===== config.mk =====
export PLATFORM = sky130hd
export DESIGN_NAME = vectored_irq_enable_arbiter
export DESIGN_NICKNAME = d
export VERILOG_FILES = /design/src/rtl/irq_pkg.sv /design/src/rtl/vectored_irq_enable_arbiter.sv /design/src/rtl/pin_sync.sv /design/src/rtl/fixed_order_pick.sv
export SDC_FILE = /design/constraint.sdc
export NUM_CORES = 1
export LEC_CHECK = 0
export ABC_AREA = 1
export BUFFER_PORTS_ARGS = -buffer_cell sky130_fd_sc_hd__buf_4
export CORE_ASPECT_RATIO = 1.4
export CORE_UTILIZATION = 50
export DETAILED_ROUTE_END_ITERATION = 6
export PLACE_DENSITY = 0.72
export SYNTH_ARGS = -nofsm -noshare
export SYNTH_HDL_FRONTEND = slang
export SYNTH_SLANG_ARGS = --single-unit

===== constraint.sdc =====
create_clock -name core_clk -period 4.32 [get_ports core_clk]
set_input_delay 0.216 -clock core_clk [delete_from_list [all_inputs] [get_ports core_clk]]
set_output_delay 0.216 -clock core_clk [all_outputs]
set_load 0.03 [all_outputs]

===== src/rtl/irq_pkg.sv =====
// Constants shared by the vectored interrupt logic.
// Assumes an 8-bit special function register bus and 19 vectored sources.
package irq_pkg;

  // ==========================================================
  // Register offsets
  localparam logic [7:0] ADDR_ENABLE_MASK  = 8'ha8;
  localparam logic [7:0] ADDR_PRIORITY     = 8'hb8;
  localparam logic [7:0] ADDR_EXT_ENABLE1  = 8'he6;
  localparam logic [7:0] ADDR_EXT_PRIORITY1 = 8'hf6;
  localparam logic [7:0] ADDR_EXT_ENABLE2  = 8'he7;
  localparam logic [7:0] ADDR_EXT_PRIORITY2 = 8'hf7;

  // ==========================================================
  // Reset values and fields
  localparam logic [7:0] RST_BYTE          = 8'h00;
  localparam logic [3:0] RST_NIBBLE        = 4'h0;
  localparam int         GLOBAL_EN_BIT     = 7;
  localparam logic       PRIO_TOP_READ     = 1'b1;
  localparam logic [7:0] UNMAPPED_READ     = 8'h00;

  // ==========================================================
  // Sources in fixed order; the index is the arbitration order
  localparam int         NUM_SRC           = 19;
  localparam int         IDX_W             = 5;
  localparam logic [4:0] SRC_EXT0          = 5'h00;
  localparam logic [4:0] SRC_TIMER0        = 5'h01;
  localparam logic [4:0] SRC_EXT1          = 5'h02;
  localparam logic [4:0] SRC_TIMER1        = 5'h03;

  // ==========================================================
  // Vectors: base plus eight bytes per fixed order step
  localparam logic [15:0] VEC_BASE         = 16'h0003;
  localparam int          VEC_SHIFT        = 3;
  localparam logic [15:0] VEC_RESET        = 16'h0000;

endpackage


===== src/rtl/vectored_irq_enable_arbiter.sv =====
// Vectored interrupt enable, priority and arbitration logic.
// Assumes peripheral flags arrive on core_clk; external lines are async pins.
// Functional notes
// With the global enable set, a source requests only when its enable and pending flag are both 1.
// With the global enable clear, no source requests whatever its own enable holds.
// External line 0 vectors to 0x0003 at order 0 under enable bit 0, pending cleared on vectoring.
// External line 1 vectors to 0x0013 at order 2 under enable bit 2, pending cleared on vectoring.
// Timer 0 overflow vectors to 0x000B at order 1 under enable bit 1, flag cleared on vectoring.
// Timer 1 overflow vectors to 0x001B at order 3 under enable bit 3, flag cleared on vectoring.
// Timer 2 vectors to 0x002B at order 5 on either overflow flag under enable bit 5, no auto clear.
// Serial receive and transmit flags share 0x0023 at order 4 under enable bit 4, software clears.
// Serial peripheral 0 vectors to 0x0033 at order 6 under enable bit 6 from four shared flags.
// Conversion done vectors to 0x0053 at order 10 under extended enable bit 3, no auto clear.
// Supply warning at 0x007B has a read-only flag, so only its enable stops re-vectoring.
// Clock alarm and oscillator-fail flags live in indirect space and are never auto cleared.
// Other sources vector every eight bytes in increasing order from 0x003B to 0x0093.
// Each pending flag sets on its condition regardless of any enable bit.
// Among requests of equal level the lowest fixed order number is serviced first.
// High priority preempts a low priority routine; a high priority routine is never preempted.
// Requests are sampled and decoded every clock, allowing a seven cycle minimum response.
`timescale 1ns/1ps
module vectored_irq_enable_arbiter (
  // Clock and reset
  input  wire logic        core_clk,
  input  wire logic        rst_n,
  // Register bus
  input  wire logic [7:0]  sfr_addr,
  input  wire logic        sfr_wr,
  input  wire logic        sfr_rd,
  input  wire logic [7:0]  sfr_wdata,
  output logic      [7:0]  sfr_rdata,
  // External interrupt pins, active low
  input  wire logic        ext_line0_input,
  input  wire logic        ext_line1_input,
  // Software access to the external pending flags
  input  wire logic [1:0]  ext_pending_set,
  input  wire logic [1:0]  ext_pending_clear,
  output logic             ext_line0_pending,
  output logic             ext_line1_pending,
  // Peripheral pending flags
  input  wire logic        timer0_overflow_flag,
  input  wire logic        timer1_overflow_flag,
  input  wire logic        serial_receive_flag,
  input  wire logic        serial_transmit_flag,
  input  wire logic        timer2_high_overflow_flag,
  input  wire logic        timer2_low_overflow_flag,
  input  wire logic        transfer_done_flag,
  input  wire logic        write_collision_flag,
  input  wire logic        mode_fault_flag,
  input  wire logic        receive_overrun_flag,
  input  wire logic        bus_event_flag,
  input  wire logic        clock_alarm_flag,
  input  wire logic        window_match_flag,
  input  wire logic        conversion_done_flag,
  input  wire logic        counter_array_flag,
  input  wire logic        comparator0_flag,
  input  wire logic        comparator1_flag,
  input  wire logic        timer3_overflow_flag,
  input  wire logic        supply_good_flag,
  input  wire logic        port_match_flag,
  input  wire logic        clock_osc_fail_flag,
  input  wire logic        serial_periph1_flag,
  // Hardware clear strobes to the timer flags
  output logic             timer0_flag_clear,
  output logic             timer1_flag_clear,
  // CPU core
  input  wire logic        cpu_vector_taken,
  input  wire logic        cpu_reti,
  output logic             cpu_irq_req,
  output logic      [15:0] cpu_irq_vector,
  output logic             in_service_low,
  output logic             in_service_high
);

  localparam int N = irq_pkg::NUM_SRC;
  localparam int W = irq_pkg::IDX_W;

  // ==========================================================
  // Registers
  logic [7:0]   enable_mask_ff;
  logic [6:0]   priority_ff;
  logic [7:0]   ext_enable1_ff;
  logic [7:0]   ext_priority1_ff;
  logic [3:0]   ext_enable2_ff;
  logic [3:0]   ext_priority2_ff;
  logic [7:0]   rdata_ff;

  logic [1:0]   ext_pend_ff;
  logic [1:0]   ext_prev_ff;
  logic         req_ff;
  logic [15:0]  vector_ff;
  logic [W-1:0] src_ff;
  logic         act_low_ff;
  logic         act_high_ff;
  logic         t0_clr_ff;
  logic         t1_clr_ff;

  logic [1:0]   ext_lvl;
  logic [N-1:0] pending;
  logic [N-1:0] enables;
  logic [N-1:0] high_lvl;
  logic [N-1:0] armed;
  logic [N-1:0] hi_req;
  logic [N-1:0] lo_req;
  logic         hi_found;
  logic         lo_found;
  logic [W-1:0] hi_idx;
  logic [W-1:0] lo_idx;
  logic         nxt_req;
  logic [W-1:0] nxt_src;
  logic         taken;
  logic [7:0]   nxt_rdata;

  // ==========================================================
  // External lines
  pin_sync #(
    .WIDTH        (2)
  ) u_pin_sync (
    .core_clk     (core_clk),
    .rst_n        (rst_n),
    .pin_async    ({ext_line1_input, ext_line0_input}),
    .pin_sync_out (ext_lvl)
  );

  assign taken = cpu_vector_taken && req_ff;

  // A falling edge sets the flag even if the same cycle vectors or clears it
  always_ff @(posedge core_clk)
  begin
    if (!rst_n)
    begin
      ext_prev_ff <= 2'h3;
      ext_pend_ff <= 2'h0;
    end
    else
    begin
      ext_prev_ff <= ext_lvl;
      for (int i = 0; i < 2; i++)
      begin
        if ((ext_prev_ff[i] && !ext_lvl[i]) || ext_pending_set[i])
          ext_pend_ff[i] <= 1'b1;
        else if (ext_pending_clear[i])
          ext_pend_ff[i] <= 1'b0;
        else if (taken && src_ff == irq_pkg::SRC_EXT0 && i == 0)
          ext_pend_ff[i] <= 1'b0;
        else if (taken && src_ff == irq_pkg::SRC_EXT1 && i == 1)
          ext_pend_ff[i] <= 1'b0;
      end
    end
  end

  // ==========================================================
  // Source table in fixed order; bit index is order and vector slot
  always_comb
  begin
    pending[0]  = ext_pend_ff[0];
    pending[1]  = timer0_overflow_flag;
    pending[2]  = ext_pend_ff[1];
    pending[3]  = timer1_overflow_flag;
    pending[4]  = serial_receive_flag | serial_transmit_flag;
    pending[5]  = timer2_high_overflow_flag | timer2_low_overflow_flag;
    pending[6]  = transfer_done_flag | write_collision_flag
                | mode_fault_flag | receive_overrun_flag;
    pending[7]  = bus_event_flag;
    pending[8]  = clock_alarm_flag;
    pending[9]  = window_match_flag;
    pending[10] = conversion_done_flag;
    pending[11] = counter_array_flag;
    pending[12] = comparator0_flag;
    pending[13] = comparator1_flag;
    pending[14] = timer3_overflow_flag;
    // Read-only flag: software masks the enable to stop repeats
    pending[15] = supply_good_flag;
    pending[16] = port_match_flag;
    pending[17] = clock_osc_fail_flag;
    pending[18] = serial_periph1_flag;
  end

  assign enables  = {ext_enable2_ff, ext_enable1_ff, enable_mask_ff[6:0]};
  assign high_lvl = {ext_priority2_ff, ext_priority1_ff, priority_ff};

  // Global enable gates every source
  assign armed = enable_mask_ff[irq_pkg::GLOBAL_EN_BIT]
               ? (pending & enables) : '0;

  // A running high routine blocks all; a running low routine blocks low only
  assign hi_req = act_high_ff ? '0 : (armed & high_lvl);
  assign lo_req = (act_high_ff || act_low_ff) ? '0 : (armed & ~high_lvl);

  fixed_order_pick #(
    .N     (N),
    .IDX_W (W)
  ) u_pick_high (
    .req   (hi_req),
    .found (hi_found),
    .idx   (hi_idx)
  );

  fixed_order_pick #(
    .N     (N),
    .IDX_W (W)
  ) u_pick_low (
    .req   (lo_req),
    .found (lo_found),
    .idx   (lo_idx)
  );

  // Level first, then the lowest fixed order within a level
  assign nxt_src = hi_found ? hi_idx : lo_idx;
  // Drop the request for the cycle the CPU takes it, as nesting state moves then
  assign nxt_req = (hi_found || lo_found) && !taken;

  // ==========================================================
  // Request and vector, decoded every clock
  always_ff @(posedge core_clk)
  begin
    if (!rst_n)
    begin
      req_ff    <= 1'b0;
      src_ff    <= '0;
      vector_ff <= irq_pkg::VEC_RESET;
    end
    else
    begin
      req_ff    <= nxt_req;
      src_ff    <= nxt_src;
      vector_ff <= irq_pkg::VEC_BASE
                 + (16'(nxt_src) << irq_pkg::VEC_SHIFT);
    end
  end

  // ==========================================================
  // Nesting state
  always_ff @(posedge core_clk)
  begin
    if (!rst_n)
    begin
      act_low_ff  <= 1'b0;
      act_high_ff <= 1'b0;
    end
    else if (taken)
    begin
      if (high_lvl[src_ff])
        act_high_ff <= 1'b1;
      else
        act_low_ff  <= 1'b1;
    end
    else if (cpu_reti)
    begin
      if (act_high_ff)
        act_high_ff <= 1'b0;
      else
        act_low_ff  <= 1'b0;
    end
  end

  // ==========================================================
  // Timer flag clear strobes; one cycle each
  always_ff @(posedge core_clk)
  begin
    if (!rst_n)
    begin
      t0_clr_ff <= 1'b0;
      t1_clr_ff <= 1'b0;
    end
    else
    begin
      t0_clr_ff <= taken && src_ff == irq_pkg::SRC_TIMER0;
      t1_clr_ff <= taken && src_ff == irq_pkg::SRC_TIMER1;
    end
  end

  // ==========================================================
  // Register writes
  always_ff @(posedge core_clk)
  begin
    if (!rst_n)
    begin
      enable_mask_ff   <= irq_pkg::RST_BYTE;
      priority_ff      <= irq_pkg::RST_BYTE[6:0];
      ext_enable1_ff   <= irq_pkg::RST_BYTE;
      ext_priority1_ff <= irq_pkg::RST_BYTE;
      ext_enable2_ff   <= irq_pkg::RST_NIBBLE;
      ext_priority2_ff <= irq_pkg::RST_NIBBLE;
    end
    else if (sfr_wr)
    begin
      case (sfr_addr)
        irq_pkg::ADDR_ENABLE_MASK:   enable_mask_ff   <= sfr_wdata;
        irq_pkg::ADDR_PRIORITY:      priority_ff      <= sfr_wdata[6:0];
        irq_pkg::ADDR_EXT_ENABLE1:   ext_enable1_ff   <= sfr_wdata;
        irq_pkg::ADDR_EXT_PRIORITY1: ext_priority1_ff <= sfr_wdata;
        irq_pkg::ADDR_EXT_ENABLE2:   ext_enable2_ff   <= sfr_wdata[3:0];
        irq_pkg::ADDR_EXT_PRIORITY2: ext_priority2_ff <= sfr_wdata[3:0];
        default:                     ;
      endcase
    end
  end

  // ==========================================================
  // Register reads, one cycle after the strobe
  always_comb
  begin
    case (sfr_addr)
      irq_pkg::ADDR_ENABLE_MASK:   nxt_rdata = enable_mask_ff;
      irq_pkg::ADDR_PRIORITY:      nxt_rdata = {irq_pkg::PRIO_TOP_READ, priority_ff};
      irq_pkg::ADDR_EXT_ENABLE1:   nxt_rdata = ext_enable1_ff;
      irq_pkg::ADDR_EXT_PRIORITY1: nxt_rdata = ext_priority1_ff;
      irq_pkg::ADDR_EXT_ENABLE2:   nxt_rdata = {4'h0, ext_enable2_ff};
      irq_pkg::ADDR_EXT_PRIORITY2: nxt_rdata = {4'h0, ext_priority2_ff};
      default:                     nxt_rdata = irq_pkg::UNMAPPED_READ;
    endcase
  end

  always_ff @(posedge core_clk)
  begin
    if (!rst_n)
      rdata_ff <= irq_pkg::RST_BYTE;
    else if (sfr_rd)
      rdata_ff <= nxt_rdata;
  end

  // ==========================================================
  // Outputs
  assign sfr_rdata         = rdata_ff;
  assign ext_line0_pending = ext_pend_ff[0];
  assign ext_line1_pending = ext_pend_ff[1];
  assign timer0_flag_clear = t0_clr_ff;
  assign timer1_flag_clear = t1_clr_ff;
  assign cpu_irq_req       = req_ff;
  assign cpu_irq_vector    = vector_ff;
  assign in_service_low    = act_low_ff;
  assign in_service_high   = act_high_ff;

endmodule


===== src/rtl/pin_sync.sv =====
// Two-stage synchroniser bank for asynchronous pins.
// Assumes inputs may change at any time relative to core_clk.
`timescale 1ns/1ps
module pin_sync #(
  parameter int WIDTH = 2
) (
  // Clock and reset
  input  wire logic             core_clk,
  input  wire logic             rst_n,
  // Pins and synchronised levels
  input  wire logic [WIDTH-1:0] pin_async,
  output logic      [WIDTH-1:0] pin_sync_out
);

  // ==========================================================
  // Per-bit chain; idle level is high for active-low lines
  genvar gi;
  generate
    for (gi = 0; gi < WIDTH; gi++)
    begin : g_bit
      logic meta_ff;
      logic sync_ff;
      always_ff @(posedge core_clk)
      begin
        if (!rst_n)
        begin
          meta_ff <= 1'b1;
          sync_ff <= 1'b1;
        end
        else
        begin
          meta_ff <= pin_async[gi];
          sync_ff <= meta_ff;
        end
      end
      assign pin_sync_out[gi] = sync_ff;
    end
  endgenerate

endmodule


===== src/rtl/fixed_order_pick.sv =====
// Lowest-index-wins picker over a request vector.
// Assumes the caller registers the result.
`timescale 1ns/1ps
module fixed_order_pick #(
  parameter int N     = 19,
  parameter int IDX_W = 5
) (
  // Requests
  input  wire logic [N-1:0]     req,
  // Result
  output logic                  found,
  output logic      [IDX_W-1:0] idx
);

  // ==========================================================
  // Scan from the top down so the lowest index lands last
  always_comb
  begin
    found = 1'b0;
    idx   = '0;
    for (int i = N - 1; i >= 0; i--)
    begin
      if (req[i])
      begin
        found = 1'b1;
        idx   = IDX_W'(i);
      end
    end
  end

endmodule


==> results.py, run 1 <==
metrics = {
    "worst_setup_path": {
        "cp_cell_sequence": "inv_2, nand2_2, nor2_1, nand2_1, nand2_1, nand2_1, nand2_1, nand2_1, nand2_1, nand2_1, nand2_1, nand2_1, nand2_1, nand2_1, nand2_1, nand2_1, nand2_1, nand2_1, nand2_1, nand2_1, nand2_1, a21oi_2",
        "required_ps": 4610,
        "worst-path-buf-inv": 1,
        "endpoint_kind": "flop",
        "critical_path_class": "flop to flop",
        "path_delay_family": "simple AND/OR/NAND/NOR gates",
        "critPathMostFrequentCell": "nand2_1",
        "cp-startpoint": "in_service_high",
        "crit_fanout": 14,
        "cp_slowest_cell": "dfxtp_1",
        "setup.worst_path.start_class": "flop",
        "r2r-start": "in_service_high",
        "slowest_delay_ps": 770,
        "arrival_ps": 2860,
    },
    "timing": {
        "rsz0062_at_grt": "false",
        "slew_violations": 0,
        "finalCritPeriodShare": 0.5936,
        "tns_ps": 0,
        "hold_viol_final": 0,
        "maxSlewHeadroom": 0.4229,
        "fin_skew_ps": 17.01,
        "tightestPinTransition_ps": 860.3,
        "setup_viol": 0,
        "post-route-min-period_ps": 2565,
        "max_freq_mhz": 389.9,
    },
    "detailed_routing": {
        "maxUsedRoutingLayer": "met4",
        "drt_iter0_drc": 281,
        "routedWlPerCell_um": 16.68,
        "drc": 0,
        "postRouteAntennaNets": 0,
        "wl_met1_um": 4848,
        "routed_wl_um": 11940,
        "wl_met3_um": 729,
        "dr_total_vias": 3937,
        "routed_via_density": 5.499,
        "wl_met2_um": 5852,
        "drtPass1Iterations": 5,
    },
    "die": {
        "die_area_mm2": 0.007688,
        "fp.dieH_um": 103.4,
        "start_util": 0.5221,
        "chipWidth_um": 74.39,
        "row_count": 36,
        "io_pins": 81,
        "coreArea_mm2": 0.007027,
    },
    "yosys": {
        "synth_warnings": 0,
        "syn_inst": 551,
        "ys_ff_latch": 66,
        "synth_seq_area_share": 0.3602,
        "avgSynthCellArea_um2": 6.658,
        "synth_cell_type_count": 40,
        "netlist_area_mm2": 0.003669,
    },
    "finish": {
        "nets": 666,
        "drive_above_1_share": 0.1820,
        "area_growth_pct": 19.88,
        "fillers": 689,
        "antennaDiodeCount": 0,
        "final_util": 0.6259,
    },
    "grt": {
        "grt_max_degree": 40,
        "grt_util_all_layers": 0.3252,
        "antenna_found_initial": 0,
        "grt_pass1_vias": 3635,
        "grt_overflow": 0,
        "grt_pass1_wl_um": 18130,
    },
    "place": {
        "port_buffers": 71,
        "dp_hpwl_um": 9239,
        "gp_congestion": 1.016,
    },
    "min_path": {
        "worstHoldStart": "ext_line1_input",
        "hold_class": "input pin to flop",
    },
    "clock_network": {
        "clockBufferDepth": 2,
        "cts_tree": "built",
        "clock_sinks": 66,
        "cts.repair.resized": 0,
        "root_buffer": "clkbuf_8",
        "hold_buffers": 0,
        "numCtsBuffers": 9,
        "postCtsSetupBuffers": 0,
        "clk_latency_ps": 370,
        "htree_levels": 3,
        "clk_pin_slew_ps": 90,
    },
    "power": {
        "irDropWorstVdd_uv": 231.8,
        "leakage_nw": 1.859,
        "pwr_density_cell_mw_per_mm2": 289.8,
    },
    "job": {
        "drv_cap": 0,
    },
    "status": {
        "status": "finished, final reports clean",
    },
}
## layer usage
layer | GRT usage | up-vias
li1 | - | 1940
met1 | 0.3802 | 1771
met2 | 0.5565 | 186
met3 | 0.06395 | 40
met4 | 0.1669 | 0
met5 | 0 | -
## logic make-up after synthesis
logic type | synth area share
AOI/OAI and AO/OA | 0.2159
DFF | 0.3602
and+or+nand+nor | 0.2851
other | 0.001022
buffers and inverters | 0.1378
## synthesized netlist by cell type
master | instances | share of area
nand2_1 | 92 | 0.094
inv_1 | 86 | 0.088
dfxtp_1 | 66 | 0.36
a21oi_1 | 50 | 0.068
nor2_1 | 47 | 0.048
o21ai_0 | 44 | 0.060
nand3_1 | 43 | 0.059
nor3_1 | 26 | 0.035
buf_4 | 12 | 0.025
o22ai_1 | 11 | 0.019
a211oi_1 | 10 | 0.020
clkbuf_1 | 9 | 0.0092
inv_2 | 6 | 0.0061
a221oi_1 | 4 | 0.0095
nor3_2 | 4 | 0.011
or2_2 | 4 | 0.0068
a31oi_1 | 3 | 0.0051
nor2_2 | 3 | 0.0051
o21ai_1 | 3 | 0.0041
a311o_1 | 2 | 0.0055
buf_2 | 2 | 0.0027
buf_6 | 2 | 0.0061
nand2_2 | 2 | 0.0034
nor4_2 | 2 | 0.0068
o221ai_1 | 2 | 0.0048
o31ai_1 | 2 | 0.0041
a2111oi_0 | 1 | 0.0024
a2111oi_2 | 1 | 0.0041
a21oi_2 | 1 | 0.0024
a41oi_1 | 1 | 0.0024
clkinv_1 | 1 | 0.0010
conb_1 | 1 | 0.0010
nand3_2 | 1 | 0.0027
nand3b_1 | 1 | 0.0020
nand4_1 | 1 | 0.0017
nor2_4 | 1 | 0.0031
nor3_4 | 1 | 0.0044
nor4_1 | 1 | 0.0017
o21a_1 | 1 | 0.0020
o21bai_1 | 1 | 0.0020
## power breakdown
group,internal [mW],total [mW],switching (mW)
combinational,0.0429,0.105,0.0622
clock,0.295,0.552,0.257
sequential,0.614,0.617,0.00273
## final timing paths
path	endpoint	slack, ps	cells after the start
min reg2reg	u_pin_sync.g_bit[0].sync_ff	420	1
max reg2reg	src_ff[0]	1760	22
max	src_ff[0]	1760	22
min	u_pin_sync.g_bit[1].meta_ff	30	2
## worst register-to-register path, stage by stage (launching register included)
cell,delay [ps]
dfxtp_1,770
inv_2,270
nand2_2,280
nor2_1,90
nand2_1,70
nand2_1,50
nand2_1,50
nand2_1,50
nand2_1,50
nand2_1,70
nand2_1,60
nand2_1,60
nand2_1,60
nand2_1,50
nand2_1,50
nand2_1,60
nand2_1,60
nand2_1,50
nand2_1,50
nand2_1,40
nand2_1,50
nand2_1,60
a21oi_2,100
## state kept, by name, summed over array words and instances, names as in the netlist
signal	count
u_pin_sync.g_bit.meta_ff	2
cpu_irq_req	1
ext_prev_ff	2
ext_enable2_ff	4
src_ff	5
ext_pend_ff	2
timer0_flag_clear	1
enable_mask_ff	8
in_service_high	1
timer1_flag_clear	1
priority_ff	7
ext_priority2_ff	4
sfr_rdata	8
cpu_irq_vector	1
ext_enable1_ff	8
in_service_low	1
u_pin_sync.g_bit.sync_ff	2
ext_priority1_ff	8
## area by class of cell
class	count	area (um2)	area share
well taps	95	118.9	0.02703
clock buffers	11	151.4	0.03442
clock inverters	5	52.55	0.01195
repair buffers	71	533.0	0.1212
flip-flops and latches	66	1321	0.3004
inverters	93	349.1	0.07937
multi-input cells	375	1872	0.4256
## placed cells by master (no fill, tap or decap), types with 4 or more instances in the layout
master	instances
inv_2	6
conb_1	9
o21ai_0	44
nor2_1	47
inv_1	86
dfxtp_1	66
buf_4	71
nor3_2	4
nand2_1	92
a21oi_1	50
o22ai_1	11
or2_2	4
a221oi_1	4
clkbuf_8	11
nand3_1	43
a211oi_1	10
nor3_1	26
## stage by stage
step           power (mW)  cells  instance area [um2]  hold WS, ps  setup WS [ps]
5_1_grt             1.305    716                 4398        29.62           1555
3_5_place_dp       0.7351    700                 4194        398.7           1810
3_3_place_gp       0.7339    700                 4194        393.0           1736
2_1_floorplan      0.6851    559                 3699        243.7           2487
6_report            1.274    716                 4398        29.72           1755
4_1_cts             1.279    716                 4398        25.47           1794
Note: power is estimated with default switching activity, not from simulation.
==> run 2: changes to the inputs <==
Clock period 4.32 ns to 2.5 ns, I/O delays scaled along.
==> results.py, run 2 (synthesis gave the netlist of run 1 again) <==
metrics = {
    "die": {
        "start_util": 0.5221,
        "io_pins": 81,
        "row_count": 36,
        "fp.dieH_um": 103.4,
        "die_area_mm2": 0.007688,
        "chipWidth_um": 74.39,
        "coreArea_mm2": 0.007027,
    },
    "worst_setup_path": {
        "cp_slowest_cell": "dfxtp_1",
        "setup.worst_path.start_class": "flop",
        "crit_fanout": 11,
        "endpoint_kind": "flop",
        "cp_cell_sequence": "buf_4, nand3_1, nor3_1, nor2_1, nand3_1, inv_1, nand2_1, inv_1, nand3_2, inv_2, nor3_2, o21ai_1, a21oi_1",
        "worstRegToRegCells": 13,
        "arrival_ps": 2350,
        "r2r-end": "src_ff[1]",
        "cp-startpoint": "enable_mask_ff[7]",
        "critical_path_class": "flop to flop",
        "slowest_delay_ps": 340,
        "r2r-start": "enable_mask_ff[7]",
        "required_ps": 2790,
        "r2r_slack_ps": 440,
    },
    "timing": {
        "setup_viol": 0,
        "maxSlewHeadroom": 0.6239,
        "tightestPinTransition_ps": 550.0,
        "post-route-min-period_ps": 2059,
        "max_freq_mhz": 485.6,
        "hold-worst-slack_ps": 37.57,
        "tns_ps": 0,
        "fin_skew_ps": 7.978,
        "rsz0062_at_grt": "false",
        "finalCritPeriodShare": 0.8238,
        "slew_violations": 0,
        "hold_viol_final": 0,
    },
    "clock_network": {
        "clk_pin_slew_ps": 70,
        "hold_buffers": 2,
        "clockBufferDepth": 2,
        "htree_levels": 3,
        "root_buffer": "clkbuf_8",
        "cts.repair.resized": 0,
        "clock_sinks": 66,
        "numCtsBuffers": 9,
        "cts_tree": "built",
        "clk_latency_ps": 360,
        "postCtsSetupBuffers": 0,
    },
    "detailed_routing": {
        "routed_wl_um": 12140,
        "postRouteAntennaNets": 0,
        "drt_iter0_drc": 249,
        "routed_via_density": 5.562,
        "drtPass1Iterations": 5,
        "routedWlPerCell_um": 16.79,
        "dr_total_vias": 4021,
        "drc": 0,
    },
    "place": {
        "dp_hpwl_um": 9569,
        "gp_congestion": 0.9944,
        "placedCellCount": 705,
        "port_buffers": 71,
    },
    "grt": {
        "grt_max_degree": 40,
        "antenna_found_initial": 0,
        "grt_overflow": 0,
        "grt_pass1_vias": 3648,
        "grt_util_all_layers": 0.3393,
        "grt_pass1_wl_um": 18800,
    },
    "min_path": {
        "hold_end": "ext_pend_ff[1]",
        "hold_class": "input pin to flop",
        "holdPathStages": 3,
        "worstHoldStart": "ext_pending_clear[1]",
    },
    "finish": {
        "antennaDiodeCount": 0,
        "area_growth_pct": 22.37,
        "final_util": 0.6389,
        "drive_above_1_share": 0.1879,
        "final_common_cell": "nand2_1",
        "final_cell_count_no_fill": 723,
        "fillers": 707,
        "nets": 673,
        "final_cell_mix": "nand2_1, inv_1, buf_4",
    },
    "power": {
        "leakage_nw": 1.907,
        "pwr_density_cell_mw_per_mm2": 516.5,
        "p_total_mw": 2.319,
        "irDropWorstVdd_uv": 406.9,
    },
    "job": {
        "drv_cap": 0,
    },
    "status": {
        "status": "finished, final reports clean",
    },
}
run 2: cell types whose count changed in the layout (fill, tap and decap cells not counted):
cell           change
buf_4              +5
clkinv_2           -2
dlygate4sd3_1      +2
bufinv_16          +1
clkbuf_8           +1
run 2: worst max-delay path by stage:
stage	to	cells past startpoint
4_1_cts	src_ff[1]	14
6_report	src_ff[1]	13
3_5_place_dp	src_ff[1]	14
3_3_place_gp	src_ff[1]	13
2_1_floorplan	src_ff[0]	22
5_1_grt	src_ff[1]	14
run 2: worst max-delay path, delay by kind of cell, from the launching register on:
family / cells / cell delay (ps)
AO/OA/AOI/OAI: 2 / 250
buffers and inverters: 4 / 420
flip-flops: 1 / 340
AND/OR/NAND/NOR: 7 / 970
run 2: layout make-up:
type / instances / area (um2) / share of cell area
repair buffers: 78 / 590.6 / 0.1315
flip-flops and latches: 66 / 1321 / 0.2943
clock inverters: 4 / 72.57 / 0.01616
inverters: 93 / 349.1 / 0.07776
multi-input cells: 375 / 1872 / 0.4169
well taps: 95 / 118.9 / 0.02648
clock buffers: 12 / 165.2 / 0.03679
run 2: report_power, final:
part / internal (mW) / total (mW) / switching [mW]
sequential: 1.06 / 1.07 / 0.00474
clock: 0.641 / 1.07 / 0.425
combinational: 0.0782 / 0.186 / 0.108
total: 1.78 / 2.32 / 0.537
run 2: stage by stage:
stage	instance area, um2	worst slack, ps
after global placement	4232	517.0
after floorplan	3699	667.3
after detailed placement	4232	501.6
after CTS	4489	450.9
after global routing	4489	240.8
final	4489	440.5
run 2: routing by layer:
metal | part of all wire | vias up | track usage
li1 | - | 1956 | -
met1 | 0.40 | 1833 | 0.3994
met2 | 0.49 | 186 | 0.5627
met3 | 0.059 | 46 | 0.05523
met4 | 0.056 | 0 | 0.2221
met5 | 0 | - | 0
